### src/core/cise_pkg.sv
package cise_pkg;
   // Word indices on the Avalon address bus
   localparam logic [3:0] OFS_INSTR = 4'h0;
   localparam logic [3:0] OFS_STATUS = 4'h1;
   localparam logic [3:0] OFS_WORK = 4'h2;
   localparam logic [3:0] OFS_PC = 4'h3;
   localparam logic [3:0] OFS_PC_HIGH_LATCH = 4'h4;
   localparam logic [3:0] OFS_STACK_TOP = 4'h5;
   localparam logic [3:0] OFS_WATCHDOG = 4'h6;
   localparam logic [3:0] OFS_FILE_PTR = 4'h7;
   localparam logic [3:0] OFS_FILE_DATA = 4'h8;

   // Status register fields
   localparam int ST_ZERO_BIT = 0;
   localparam int ST_POWER_DOWN_BIT = 1;
   localparam int ST_TIMEOUT_BIT = 2;
   localparam int ST_BUSY_BIT = 3;

   // Reset values
   localparam logic [12:0] PC_RST = 13'h0000;
   localparam logic [7:0] WORK_RST = 8'h00;
   localparam logic ZERO_RST = 1'b0;
   localparam logic TIMEOUT_RST = 1'b1;
   localparam logic POWER_DOWN_RST = 1'b1;

   // Instruction word and fields
   localparam int INSTR_W = 14;
   localparam int FILE_AW = 7;
   localparam int FILE_DEPTH = 128;
   localparam int DEST_BIT = 7;
   localparam int CALL_HI_SRC = 4;
   localparam int CALL_LO_SRC = 3;
   localparam logic [INSTR_W-1:0] OPC_WATCHDOG_CLEAR = 14'h0064;
   localparam logic [INSTR_W-1:0] MSK_NO_DEST = 14'h3F80;
   localparam logic [INSTR_W-1:0] OPC_CLEAR_WORK = 14'h0100;
   localparam logic [INSTR_W-1:0] OPC_CLEAR_REG = 14'h0180;
   localparam logic [INSTR_W-1:0] MSK_DEST = 14'h3F00;
   localparam logic [INSTR_W-1:0] OPC_COMPLEMENT = 14'h0900;
   localparam logic [INSTR_W-1:0] OPC_DECREMENT = 14'h0300;
   localparam logic [INSTR_W-1:0] OPC_DEC_SKIP = 14'h0B00;
   localparam logic [INSTR_W-1:0] MSK_CALL = 14'h3800;
   localparam logic [INSTR_W-1:0] OPC_CALL = 14'h2000;

   // Watchdog values
   localparam logic [7:0] WATCHDOG_CLEAR_VAL = 8'h00;
   localparam logic [7:0] WATCHDOG_PRE_LAST = 8'hFF;

   typedef enum logic [1:0] {
      ST_IDLE,
      ST_EXEC,
      ST_SECOND,
      ST_BUS_RD
   } cise_state_t;

   typedef struct packed {
      cise_state_t state;
      logic [INSTR_W-1:0] instr;
      logic [7:0] work;
      logic zero;
      logic power_down_flag;
      logic timeout_flag;
      logic [12:0] pc;
      logic [4:0] pc_high_latch;
      logic [12:0] stack_top;
      logic [7:0] watchdog_counter;
      logic [7:0] watchdog_pre;
      logic [FILE_AW-1:0] fptr;
      logic skip_pending;
      logic waitreq;
      logic [31:0] rdata;
      logic push;
      logic watchdog_clr;
   } cise_regs_t;
endpackage

### src/core/cise_if.sv
`timescale 1ns/1ps
`default_nettype none
interface cise_mem_if;
   import cise_pkg::*;
   logic we;
   logic [FILE_AW-1:0] addr;
   logic [7:0] wdata;
   logic [7:0] rdata;
   modport ctrl (output we, addr, wdata, input rdata);
   modport mem (input we, addr, wdata, output rdata);
endinterface

interface cise_alu_if;
   import cise_pkg::*;
   logic [INSTR_W-1:0] instr;
   logic [7:0] fdata;
   logic [7:0] result;
   logic wr_file;
   logic wr_work;
   logic upd_z;
   logic z_val;
   logic skip;
   logic call;
   logic watchdog_clr;
   modport ctrl (output instr, fdata,
                 input result, wr_file, wr_work, upd_z, z_val, skip, call, watchdog_clr);
   modport unit (input instr, fdata,
                 output result, wr_file, wr_work, upd_z, z_val, skip, call, watchdog_clr);
endinterface
`default_nettype wire

### src/core/cise_mem.sv
`timescale 1ns/1ps
`default_nettype none
module cise_mem
   import cise_pkg::*;
(
   input wire logic clk,
   input wire logic rst_n,
   cise_mem_if.mem port
);
   logic [7:0] cells [FILE_DEPTH];
   logic [7:0] rdata_reg;

   // Read before write: same-address access returns the old byte
   always_ff @(posedge clk) begin
      if (port.we) begin
         cells[port.addr] <= port.wdata;
      end
   end

   always_ff @(posedge clk or negedge rst_n) begin
      if (!rst_n) begin
         rdata_reg <= 8'h00;
      end else begin
         rdata_reg <= cells[port.addr];
      end
   end

   assign port.rdata = rdata_reg;
endmodule
`default_nettype wire

### src/core/cise_alu.sv
`timescale 1ns/1ps
`default_nettype none
module cise_alu
   import cise_pkg::*;
(
   cise_alu_if.unit port
);
   logic dest;

   always_comb begin
      dest = port.instr[DEST_BIT];
      port.result = 8'h00;
      port.wr_file = 1'b0;
      port.wr_work = 1'b0;
      port.upd_z = 1'b0;
      port.z_val = 1'b0;
      port.skip = 1'b0;
      port.call = 1'b0;
      port.watchdog_clr = 1'b0;
      if (port.instr == OPC_WATCHDOG_CLEAR) begin
         port.watchdog_clr = 1'b1;
      end else if ((port.instr & MSK_CALL) == OPC_CALL) begin
         port.call = 1'b1;
      end else if ((port.instr & MSK_NO_DEST) == OPC_CLEAR_WORK) begin
         port.wr_work = 1'b1;
         port.upd_z = 1'b1;
         port.z_val = 1'b1;
      end else if ((port.instr & MSK_NO_DEST) == OPC_CLEAR_REG) begin
         port.wr_file = 1'b1;
         port.upd_z = 1'b1;
         port.z_val = 1'b1;
      end else if ((port.instr & MSK_DEST) == OPC_COMPLEMENT) begin
         port.result = ~port.fdata;
         port.wr_file = dest;
         port.wr_work = !dest;
         port.upd_z = 1'b1;
         port.z_val = (port.result == 8'h00);
      end else if ((port.instr & MSK_DEST) == OPC_DECREMENT) begin
         port.result = port.fdata - 8'h01;
         port.wr_file = dest;
         port.wr_work = !dest;
         port.upd_z = 1'b1;
         port.z_val = (port.result == 8'h00);
      end else if ((port.instr & MSK_DEST) == OPC_DEC_SKIP) begin
         port.result = port.fdata - 8'h01;
         port.wr_file = dest;
         port.wr_work = !dest;
         port.skip = (port.result == 8'h00);
      end
   end
endmodule
`default_nettype wire

### src/core/cise_core.sv
`timescale 1ns/1ps
`default_nettype none
module cise_core
   import cise_pkg::*;
(
   input wire logic CLK_IN,
   input wire logic RSTN_IN,
   input wire logic [3:0] AVS_ADDRESS_IN,
   input wire logic AVS_READ_IN,
   input wire logic AVS_WRITE_IN,
   input wire logic [31:0] AVS_WRITEDATA_IN,
   input wire logic [3:0] AVS_BYTEENABLE_IN,
   output logic [31:0] AVS_READDATA_OUT,
   output logic AVS_WAITREQUEST_OUT,
   output logic [12:0] STACK_TOP_OUT,
   output logic STACK_PUSH_OUT,
   output logic WATCHDOG_CLEAR_OUT
);
   cise_regs_t r_reg;
   cise_regs_t r_next;
   logic accept;
   logic [31:0] lane_mask;
   logic [31:0] wd;
   logic [31:0] rd_word;

   cise_mem_if mif ();
   cise_alu_if aif ();

   cise_mem u_file (
      .clk(CLK_IN),
      .rst_n(RSTN_IN),
      .port(mif.mem)
   );

   cise_alu u_alu (
      .port(aif.unit)
   );

   assign wd = AVS_WRITEDATA_IN;
   assign lane_mask = {{8{AVS_BYTEENABLE_IN[3]}}, {8{AVS_BYTEENABLE_IN[2]}},
                       {8{AVS_BYTEENABLE_IN[1]}}, {8{AVS_BYTEENABLE_IN[0]}}};

   // Only one access at a time; a busy core simply holds waitrequest
   assign accept = (AVS_READ_IN || AVS_WRITE_IN) && r_reg.waitreq && (r_reg.state == ST_IDLE);

   always_comb begin
      rd_word = 32'h0000_0000;
      unique case (AVS_ADDRESS_IN)
         OFS_INSTR: rd_word = {18'h00000, r_reg.instr};
         OFS_STATUS: begin
            rd_word[ST_ZERO_BIT] = r_reg.zero;
            rd_word[ST_POWER_DOWN_BIT] = r_reg.power_down_flag;
            rd_word[ST_TIMEOUT_BIT] = r_reg.timeout_flag;
            rd_word[ST_BUSY_BIT] = (r_reg.state != ST_IDLE);
         end
         OFS_WORK: rd_word = {24'h000000, r_reg.work};
         OFS_PC: rd_word = {19'h00000, r_reg.pc};
         OFS_PC_HIGH_LATCH: rd_word = {27'h0000000, r_reg.pc_high_latch};
         OFS_STACK_TOP: rd_word = {19'h00000, r_reg.stack_top};
         OFS_WATCHDOG: rd_word = {16'h0000, r_reg.watchdog_pre, r_reg.watchdog_counter};
         OFS_FILE_PTR: rd_word = {25'h0000000, r_reg.fptr};
         default: rd_word = 32'h0000_0000;
      endcase
   end

   always_comb begin
      r_next = r_reg;
      r_next.waitreq = 1'b1;
      r_next.push = 1'b0;
      r_next.watchdog_clr = 1'b0;
      mif.we = 1'b0;
      mif.addr = r_reg.fptr;
      mif.wdata = wd[7:0];
      aif.instr = r_reg.instr;
      aif.fdata = mif.rdata;

      // Free-running watchdog; its timeout action lives outside this core
      r_next.watchdog_pre = r_reg.watchdog_pre + 8'h01;
      if (r_reg.watchdog_pre == WATCHDOG_PRE_LAST) begin
         r_next.watchdog_counter = r_reg.watchdog_counter + 8'h01;
      end

      unique case (r_reg.state)
         ST_IDLE: begin
            if (accept && AVS_WRITE_IN) begin
               r_next.waitreq = 1'b0;
               unique case (AVS_ADDRESS_IN)
                  OFS_INSTR: begin
                     // Both low byte lanes needed to issue; writes missing either are ignored
                     if (AVS_BYTEENABLE_IN[1:0] == 2'b11) begin
                        r_next.instr = wd[INSTR_W-1:0];
                        mif.addr = wd[FILE_AW-1:0];
                        r_next.state = ST_EXEC;
                     end
                  end
                  OFS_STATUS: begin
                     if (AVS_BYTEENABLE_IN[0]) begin
                        r_next.zero = wd[ST_ZERO_BIT];
                        r_next.power_down_flag = wd[ST_POWER_DOWN_BIT];
                        r_next.timeout_flag = wd[ST_TIMEOUT_BIT];
                     end
                  end
                  OFS_WORK: begin
                     r_next.work = (r_reg.work & ~lane_mask[7:0]) | (wd[7:0] & lane_mask[7:0]);
                  end
                  OFS_PC: begin
                     r_next.pc = (r_reg.pc & ~lane_mask[12:0]) | (wd[12:0] & lane_mask[12:0]);
                  end
                  OFS_PC_HIGH_LATCH: begin
                     r_next.pc_high_latch = (r_reg.pc_high_latch & ~lane_mask[4:0])
                                            | (wd[4:0] & lane_mask[4:0]);
                  end
                  OFS_FILE_PTR: begin
                     r_next.fptr = (r_reg.fptr & ~lane_mask[FILE_AW-1:0])
                                   | (wd[FILE_AW-1:0] & lane_mask[FILE_AW-1:0]);
                  end
                  OFS_FILE_DATA: begin
                     mif.we = AVS_BYTEENABLE_IN[0];
                  end
                  default: begin
                  end
               endcase
            end else if (accept) begin
               if (AVS_ADDRESS_IN == OFS_FILE_DATA) begin
                  // Memory read data is one cycle late, so answer next cycle
                  r_next.state = ST_BUS_RD;
               end else begin
                  r_next.waitreq = 1'b0;
                  r_next.rdata = rd_word;
               end
            end
         end
         ST_EXEC: begin
            mif.addr = r_reg.instr[FILE_AW-1:0];
            mif.we = aif.wr_file;
            mif.wdata = aif.result;
            if (aif.wr_work) begin
               r_next.work = aif.result;
            end
            if (aif.upd_z) begin
               r_next.zero = aif.z_val;
            end
            r_next.pc = r_reg.pc + 13'h0001;
            r_next.state = ST_IDLE;
            if (aif.watchdog_clr) begin
               r_next.watchdog_counter = WATCHDOG_CLEAR_VAL;
               r_next.watchdog_pre = WATCHDOG_CLEAR_VAL;
               r_next.timeout_flag = 1'b1;
               r_next.power_down_flag = 1'b1;
               r_next.watchdog_clr = 1'b1;
            end
            if (aif.call) begin
               r_next.stack_top = r_reg.pc + 13'h0001;
               r_next.push = 1'b1;
               r_next.pc = {r_reg.pc_high_latch[CALL_HI_SRC:CALL_LO_SRC],
                            r_reg.instr[10:0]};
               r_next.skip_pending = 1'b0;
               r_next.state = ST_SECOND;
            end
            if (aif.skip) begin
               r_next.skip_pending = 1'b1;
               r_next.state = ST_SECOND;
            end
         end
         ST_SECOND: begin
            // Dead cycle: call refill, or discarded instruction run as no-op
            if (r_reg.skip_pending) begin
               r_next.pc = r_reg.pc + 13'h0001;
            end
            r_next.skip_pending = 1'b0;
            r_next.state = ST_IDLE;
         end
         ST_BUS_RD: begin
            r_next.waitreq = 1'b0;
            r_next.rdata = {24'h000000, mif.rdata};
            r_next.state = ST_IDLE;
         end
      endcase
   end

   always_ff @(posedge CLK_IN or negedge RSTN_IN) begin
      if (!RSTN_IN) begin
         r_reg <= '{
            state: ST_IDLE,
            instr: 14'h0000,
            work: WORK_RST,
            zero: ZERO_RST,
            power_down_flag: POWER_DOWN_RST,
            timeout_flag: TIMEOUT_RST,
            pc: PC_RST,
            pc_high_latch: 5'h00,
            stack_top: 13'h0000,
            watchdog_counter: 8'h00,
            watchdog_pre: 8'h00,
            fptr: 7'h00,
            skip_pending: 1'b0,
            waitreq: 1'b1,
            rdata: 32'h0000_0000,
            push: 1'b0,
            watchdog_clr: 1'b0
         };
      end else begin
         r_reg <= r_next;
      end
   end

   assign AVS_READDATA_OUT = r_reg.rdata;
   assign AVS_WAITREQUEST_OUT = r_reg.waitreq;
   assign STACK_TOP_OUT = r_reg.stack_top;
   assign STACK_PUSH_OUT = r_reg.push;
   assign WATCHDOG_CLEAR_OUT = r_reg.watchdog_clr;
endmodule
`default_nettype wire

### config.mk
export PLATFORM = sky130hd
export DESIGN_NAME = cise_core
export DESIGN_NICKNAME = d
export VERILOG_FILES = /design/src/core/cise_pkg.sv /design/src/core/cise_if.sv /design/src/core/cise_mem.sv /design/src/core/cise_alu.sv /design/src/core/cise_core.sv
export SDC_FILE = /design/constraint.sdc
export NUM_CORES = 1
export LEC_CHECK = 0
export BUFFER_PORTS_ARGS = -buffer_cell sky130_fd_sc_hd__buf_2
export CAP_MARGIN = 30
export CORE_ASPECT_RATIO = 1.25
export CORE_UTILIZATION = 50
export DETAILED_ROUTE_END_ITERATION = 8
export GPL_TIMING_DRIVEN = 1
export PLACE_DENSITY = 0.66
export SYNTH_ARGS = -nofsm -noshare
export SYNTH_HDL_FRONTEND = slang
export SYNTH_SLANG_ARGS = --single-unit
### constraint.sdc
create_clock -name CLK_IN -period 10.9 [get_ports CLK_IN]
set_input_delay 0.545 -clock CLK_IN [delete_from_list [all_inputs] [get_ports CLK_IN]]
set_output_delay 0.545 -clock CLK_IN [all_outputs]
set_load 0.02 [all_outputs]
Word-level counts from Yosys, hierarchy flattened
Memory sizes are Yosys's and may differ from the RTL's. A register that Yosys moved wholly into a read port is not among the register bits.
Cells that the tools add are included.
{"block": "word_totals", "out_inout_bits": 48, "mem_count": 1, "input_bits": 44, "wordCells": 193, "register_bits": 117, "mem_bits_rw": 1024}
{"block": "classes", "n_reduce_logical": 27, "bitwise_logic": 17, "add_sub_neg": 4, "n_mux": 90, "eq_ne": 37}
{"memory": "u_file.cells", "words": 128, "word_bits": 8, "rd": 1, "rd_ports_with_merged_regs": 1, "wr": 1, "line_no": "cise_mem.sv:10", "rtl": "logic [7:0] cells [FILE_DEPTH];"}
{"op": "two-way mux 8 bit", "count": 11}
{"op": "case mux 12 bit (7 select lines)", "count": 1}
{"op": "two-way mux 33 bit", "count": 2}
{"op": "case mux 33 bit (2 select lines)", "count": 1}
{"op": "two-way mux 16 bit", "count": 4}
{"op": "two-way mux 1 bit", "count": 46}
{"op": "two-way mux 13 bit", "count": 3}
{"op": "case mux 13 bit (3 select lines)", "count": 1}
{"op": "two-way mux 32 bit", "count": 1}
{"op": "case mux 4 bit (8 select lines)", "count": 1}
{"op": "two-way mux 29 bit", "count": 1}
{"op": "bitwise AND 13 bit", "count": 2}
{"op": "case mux 11 bit (2 select lines)", "count": 1}
{"op": "two-way mux 7 bit", "count": 3}
{"op": "AND reduction 4 bit", "count": 5}
{"op": "adder 8 x 1 -> 8 bit, second input constant", "count": 2}
{"op": "bitwise AND 8 bit", "count": 2}
{"op": "equality test 4 x 3 -> 1 bit, second input constant", "count": 4}
{"op": "zero test 8 bit", "count": 2}
{"op": "inequality test 2 bit, second input constant", "count": 8}
{"op": "inverter 8 bit", "count": 2}
{"op": "bitwise AND 7 bit", "count": 2}
{"op": "equality test 14 x 7 -> 1 bit, second input constant", "count": 1}
{"op": "equality test 7 x 2 -> 1 bit, second input constant", "count": 2}
{"op": "40 further kinds", "count": 67}

Longest topological paths before layout
{"block": "depth", "ltp_word": 11, "depth_mapped": 16, "ltp_nobuf": 10}

By module
A second synthesis with hierarchy kept.
{"block": "unflattened", "cells_unflattened": 3150, "area_unflattened_um2": 46995.1}
{"module": "cise_mem", "seq_area_each_um2": 30949.7, "area_per_inst_um2": 40267.4, "n_inst": 1, "cells_each": 2376}
{"module": "cise_core", "seq_area_each_um2": 2531.2, "area_per_inst_um2": 6277.3, "n_inst": 1, "cells_each": 701}
{"module": "cise_alu", "seq_area_each_um2": 0.0, "area_per_inst_um2": 450.4, "n_inst": 1, "cells_each": 73}

Worst setup path after synthesis
OpenSTA, ideal clock, no wires.
{"block": "synth_path", "kind": "flip-flop to flip-flop", "from": "register r_reg[116] in the netlist's numbering", "to": "memory u_file.cells[0][0], data pin", "stages_incl_launch_ff": 7, "arrival_ns": 6.733, "t_required_ns": 9.660, "setup_ns": 1.240, "period_less_slack_ns": 7.973, "n_path_buf": 2, "setup_slack_ns": 2.927, "path_cell_list": "dfrtp_1 > inv_1 > ha_1 > clkbuf_1 > clkbuf_1 > nand3_1 > o32ai_1"}
{"block": "synth_between", "elab_chain_len": 2}
{"item": "start, declared", "line_no": "cise_core.sv:19", "rtl": "cise_regs_t r_reg;"}
{"item": "start signal, assigned", "line_no": "cise_core.sv:183", "rtl": "r_reg <= '{"}
{"item": "start signal, assigned", "line_no": "cise_core.sv:203", "rtl": "r_reg <= r_next;"}
{"item": "equality test 2 x 1 -> 1 bit", "line_no": "cise_core.sv:83", "rtl": "unique case (r_reg.state)"}
{"item": "two-way mux 8 bit", "line_no": "cise_core.sv:83"}
{"item": "named net mif.wdata[0]", "line_no": "cise_if.sv:7", "rtl": "logic [7:0] wdata;"}
{"item": "end, declared", "line_no": "cise_mem.sv:10"}
The timed path passes the listed nets, and every way through them passes these cells.

Final worst setup path
{"block": "layout_path", "from": "register r_reg[115] in the netlist's numbering", "to": "register u_file.rdata_reg[0], in the netlist u_file.port.rdata[0] (read register of u_file.cells)"}
{"block": "layout_between", "elab_chain_len": 5, "elab_cells_between_ends": 6, "cone_classes": "eq/ne: 1; mux: 2; reduce/logical: 3"}
{"item": "zero test 2 bit", "line_no": "cise_core.sv:44, cise_core.sv:83"}
{"item": "logical AND 1 bit", "line_no": "cise_core.sv:44", "rtl": "assign accept = (AVS_READ_IN || AVS_WRITE_IN) && r_reg.waitreq && (r_reg.state == ST_IDLE);"}
{"item": "logical AND 1 bit", "line_no": "cise_core.sv:85", "rtl": "if (accept && AVS_WRITE_IN) begin"}
{"item": "two-way mux 7 bit", "line_no": "cise_core.sv:85"}
{"item": "case mux 7 bit (2 select lines) (*)", "line_no": "cise_core.sv:83"}
{"item": "end, declared", "line_no": "cise_mem.sv:11", "rtl": "logic [7:0] rdata_reg;"}
Every way passes the cells marked *; elsewhere a longest branch is shown, timed or not.
A chain may end at the register's enable or synchronous reset.

==> impl_metrics.csv <==
group,metric,value,unit
layout,final_common_cell,"edfxtp_1",
detailed_routing,dr.pass1.iters,7,
global_route,antenna_found_initial,0,
sta,setup_viol,0,
detailed_routing,via_per_inst,6.31,
cts,root_buffer,"clkbuf_16",
synthesis,synth-async-reset-ratio,0.0962,
global_route,grt_max_degree,179,
layout,final_cell_mix,"edfxtp_1, nand2_1, nand3_1",
global_route,grt_pass1_wl,194000,µm
synthesis,synth-simple-area-share,0.102,
synthesis,muxShareOfSynthArea,0.0418,
floorplan,io_pins,92,
hold_path,hold_class,"input port to flip-flop",
layout,layout.nets,3595,
sta,rsz0062_at_grt,"no",
synthesis,synth_compound_area_frac,0.117,
cts,cts_made_buffers,108,
placement,dp_hpwl,77900,µm
layout,fill_cells,7597,
synthesis,synth_area,48300,µm²
synthesis,yosys_most_used_dff,"edfxtp_1",
power_and_ir_drop,power.total,0.0138,W
setup_path,worstSetupPathType,"flip-flop to flip-flop",
layout,drive_gt1_frac,0.106,
detailed_routing,vias,31000,
synthesis,synth_fa_ha_area_frac,0.00285,
placement,gp_congestion,0.936,
setup_path,end_kind,"flip-flop",
sta,clock_skew,33.4,ps
synthesis,synth_xor_area_frac,0.00544,
global_route,grt-ovfl-total,0,
synthesis,synth-edff-count,1024,
sta,max_clock_freq,0.154,GHz
sta,slew_violations,0,
cts,cts_tree,"yes",
cts,htree_num_levels,3,
cts,clk_path_buf_depth,3,
layout,area_growth,10.3,%
synthesis,netlist_instances,3611,
setup_path,crit_path_start_kind,"flip-flop",
floorplan,core,95800,µm²
synthesis,syn_area_per_cell,13.4,µm²
placement,portBuffers,55,
status,status,"complete, no violations",
layout,finish.utilization,0.556,
synthesis,yosysWarningCount,0,
synthesis,synth_cell_types,79,
detailed_routing,final_antenna_net_count,0,
global_route,track_usage,0.266,
power_and_ir_drop,vdd_ir_drop_max,0.243,mV
setup_path,crit_chain,"inv_1, ha_1, nand4_1, o41a_4, nand2_8, buf_4, mux2_2, a2111o_1, a222oi_1, and4_1, a22oi_1",
setup_path,critPathSlowestCell,"a222oi_1",
power_and_ir_drop,powerDensity,259,nW/µm²
sta,finalCritPeriodShare,0.595,
global_route,grt_pass1_vias,29800,
floorplan,num_rows,127,
floorplan,fp.dieW,280,µm
detailed_routing,drtIter0Drc,3768,
detailed_routing,routedWlPerCell,26.6,µm
sta,relSlewSlack,0.234,
run,cap_violations,0,
cts,cts_resized,0,
detailed_routing,routed_wl,131000,µm
sta,finalHoldViolCount,0,
setup_path,cp.arrival,7010,ps
setup_path,cpPeakStageDelay,970,ps
detailed_routing,drc,0,
cts,cts.clk_slew.worst_paths,60,ps
setup_path,crit_required,11430,ps
floorplan,die_y,350,µm
power_and_ir_drop,leakage,18.1,nW
cts,cts.sinks,1133,
synthesis,synth_top_family_by_area,"compound AO/OA/AOI/OAI gates",
synthesis,ys_seq_area_frac,0.693,
cts,clkLatencyLatePin,700,ps
synthesis,synth_seq_cells,1133,
layout,antennaDiodeCount,0,
floorplan,start_util,0.504,
layout,largest_reg_flops,1024,
sta,fin_crit,6480,ps
setup_path,cp_max_fo,78,
sta,fin_tns_setup,0,ps
floorplan,die_area,97900,µm²
sta,worst_pin_slew,1140,ps
==> layer usage <==
metal	global-route usage	wire [µm]	vias up
met3	0.0383	10500	312
met1	0.340	49000	15400
met2	0.443	64600	1538
met5	0	0	-
met4	0.133	6740	0
li1	-	-	13800
==> cells by family (layout without fill, tap and decap cells) <==
kind of cell             Yosys count  count (layout)
multiplexers                     195             195
AO/OA/AOI/OAI                    796             796
other                              1              16
adder cells (fa/ha/maj)           11              11
AND/OR/NAND/NOR                 1097            1097
XOR/XNOR                          30              30
buffers and inverters            348             350
flip-flops                      1133            1133
==> metrics by stage <==
| step | setup WS [ps] | cell area, µm² | std cells | hold WS, ps |
|---|---|---|---|---|
| after detailed placement | 4570 | 49400 | 4712 | 463 |
| after global placement | 4590 | 49300 | 4704 | 460 |
| after floorplan | 2930 | 48400 | 3626 | 249 |
| after CTS | 4560 | 53100 | 4911 | 10.8 |
| after global routing | 4270 | 53300 | 4918 | 39.5 |
| final | 4420 | 53300 | 4918 | 44.7 |
==> final timing paths <==
kind / start / endpoint / slack [ps] / cells past startpoint
worst min register to register: AVS_READDATA_OUT[10]$_DFFE_PN0P_ / AVS_READDATA_OUT[10]$_DFFE_PN0P_ / 470 / 2
min in group asynchronous: RSTN_IN / aif.instr[1]$_DFFE_PN0P_ / 420 / 2
max in group asynchronous: RSTN_IN / u_file.port.rdata[0]$_DFF_PN0_ / 9170 / 3
worst min-delay path: AVS_WRITEDATA_IN[13] / aif.instr[13]$_DFFE_PN0P_ / 40 / 3
worst max-delay path: r_reg[115]$_DFFE_PN0P_ / u_file.port.rdata[0]$_DFF_PN0_ / 4420 / 11
worst max register to register: r_reg[115]$_DFFE_PN0P_ / u_file.port.rdata[0]$_DFF_PN0_ / 4420 / 11
==> report_power, final <==
group | internal [W] | total, W | leakage [nW] | switching [W]
clock network | 0.00234 | 0.00397 | 1.82 | 0.00162
logic | 0.00131 | 0.00455 | 5.54 | 0.00324
registers | 0.00512 | 0.00529 | 10.7 | 0.000168
==> cell usage after synthesis (11+ instances only) <==
| master | n | share of area |
|---|---|---|
| a221oi_1 | 11 | 0.0020 |
| nand3_1 | 238 | 0.025 |
| o22ai_1 | 54 | 0.0070 |
| a31oi_1 | 70 | 0.0091 |
| and4_1 | 17 | 0.0031 |
| buf_4 | 72 | 0.011 |
| nand2_1 | 498 | 0.039 |
| a2111o_1 | 37 | 0.0086 |
| dfrtp_1 | 106 | 0.055 |
| a32oi_1 | 33 | 0.0060 |
| a21oi_1 | 58 | 0.0060 |
| a2111oi_0 | 123 | 0.022 |
| clkbuf_1 | 126 | 0.0098 |
| nor3_1 | 27 | 0.0028 |
| buf_6 | 12 | 0.0028 |
| nor2_1 | 191 | 0.015 |
| o21ai_1 | 21 | 0.0022 |
| nand4_1 | 24 | 0.0031 |
| a22oi_1 | 32 | 0.0050 |
| o21ai_0 | 204 | 0.021 |
| o31ai_1 | 13 | 0.0020 |
| buf_1 | 13 | 0.0010 |
| mux2_2 | 54 | 0.013 |
| a211oi_1 | 56 | 0.0087 |
| mux2i_1 | 141 | 0.029 |
| inv_1 | 22 | 0.0017 |
| xor2_1 | 13 | 0.0024 |
| a222oi_1 | 15 | 0.0031 |
| and3_1 | 58 | 0.0075 |
| a311o_1 | 17 | 0.0035 |
| buf_2 | 97 | 0.010 |
| a22o_1 | 15 | 0.0027 |
| edfxtp_1 | 1024 | 0.64 |
| xnor2_1 | 17 | 0.0031 |
| ha_1 | 11 | 0.0028 |
==> what timing repair did <==
action | 4_1_cts | 5_1_grt
hold buffers | 1 | 0
buffers inserted | 0 | 0
endpoints found under the hold margin | 49 | 0
==> area by class of cell <==
class                      count  area, µm²  area share
timing repair buffer         129       1050      0.0197
inverter                      23       86.3     0.00162
tap                         1290       1610      0.0303
multi-input combinational   2145      13300       0.250
sequential                  1133      33500       0.628
clock buffer                 137       2960      0.0555
clock inverter                61        798      0.0150
==> worst max-delay path, delay by kind of cell, from the launching register on <==
family	cells	cell delay (ps)
AO/OA/AOI/OAI	4	2320
AND/OR/NAND/NOR	3	1540
buffers and inverters	2	840
adder cells (fa/ha/maj)	1	710
flip-flops	1	430
multiplexers	1	410
No activity file was read; power rests on OpenSTA's default activity.
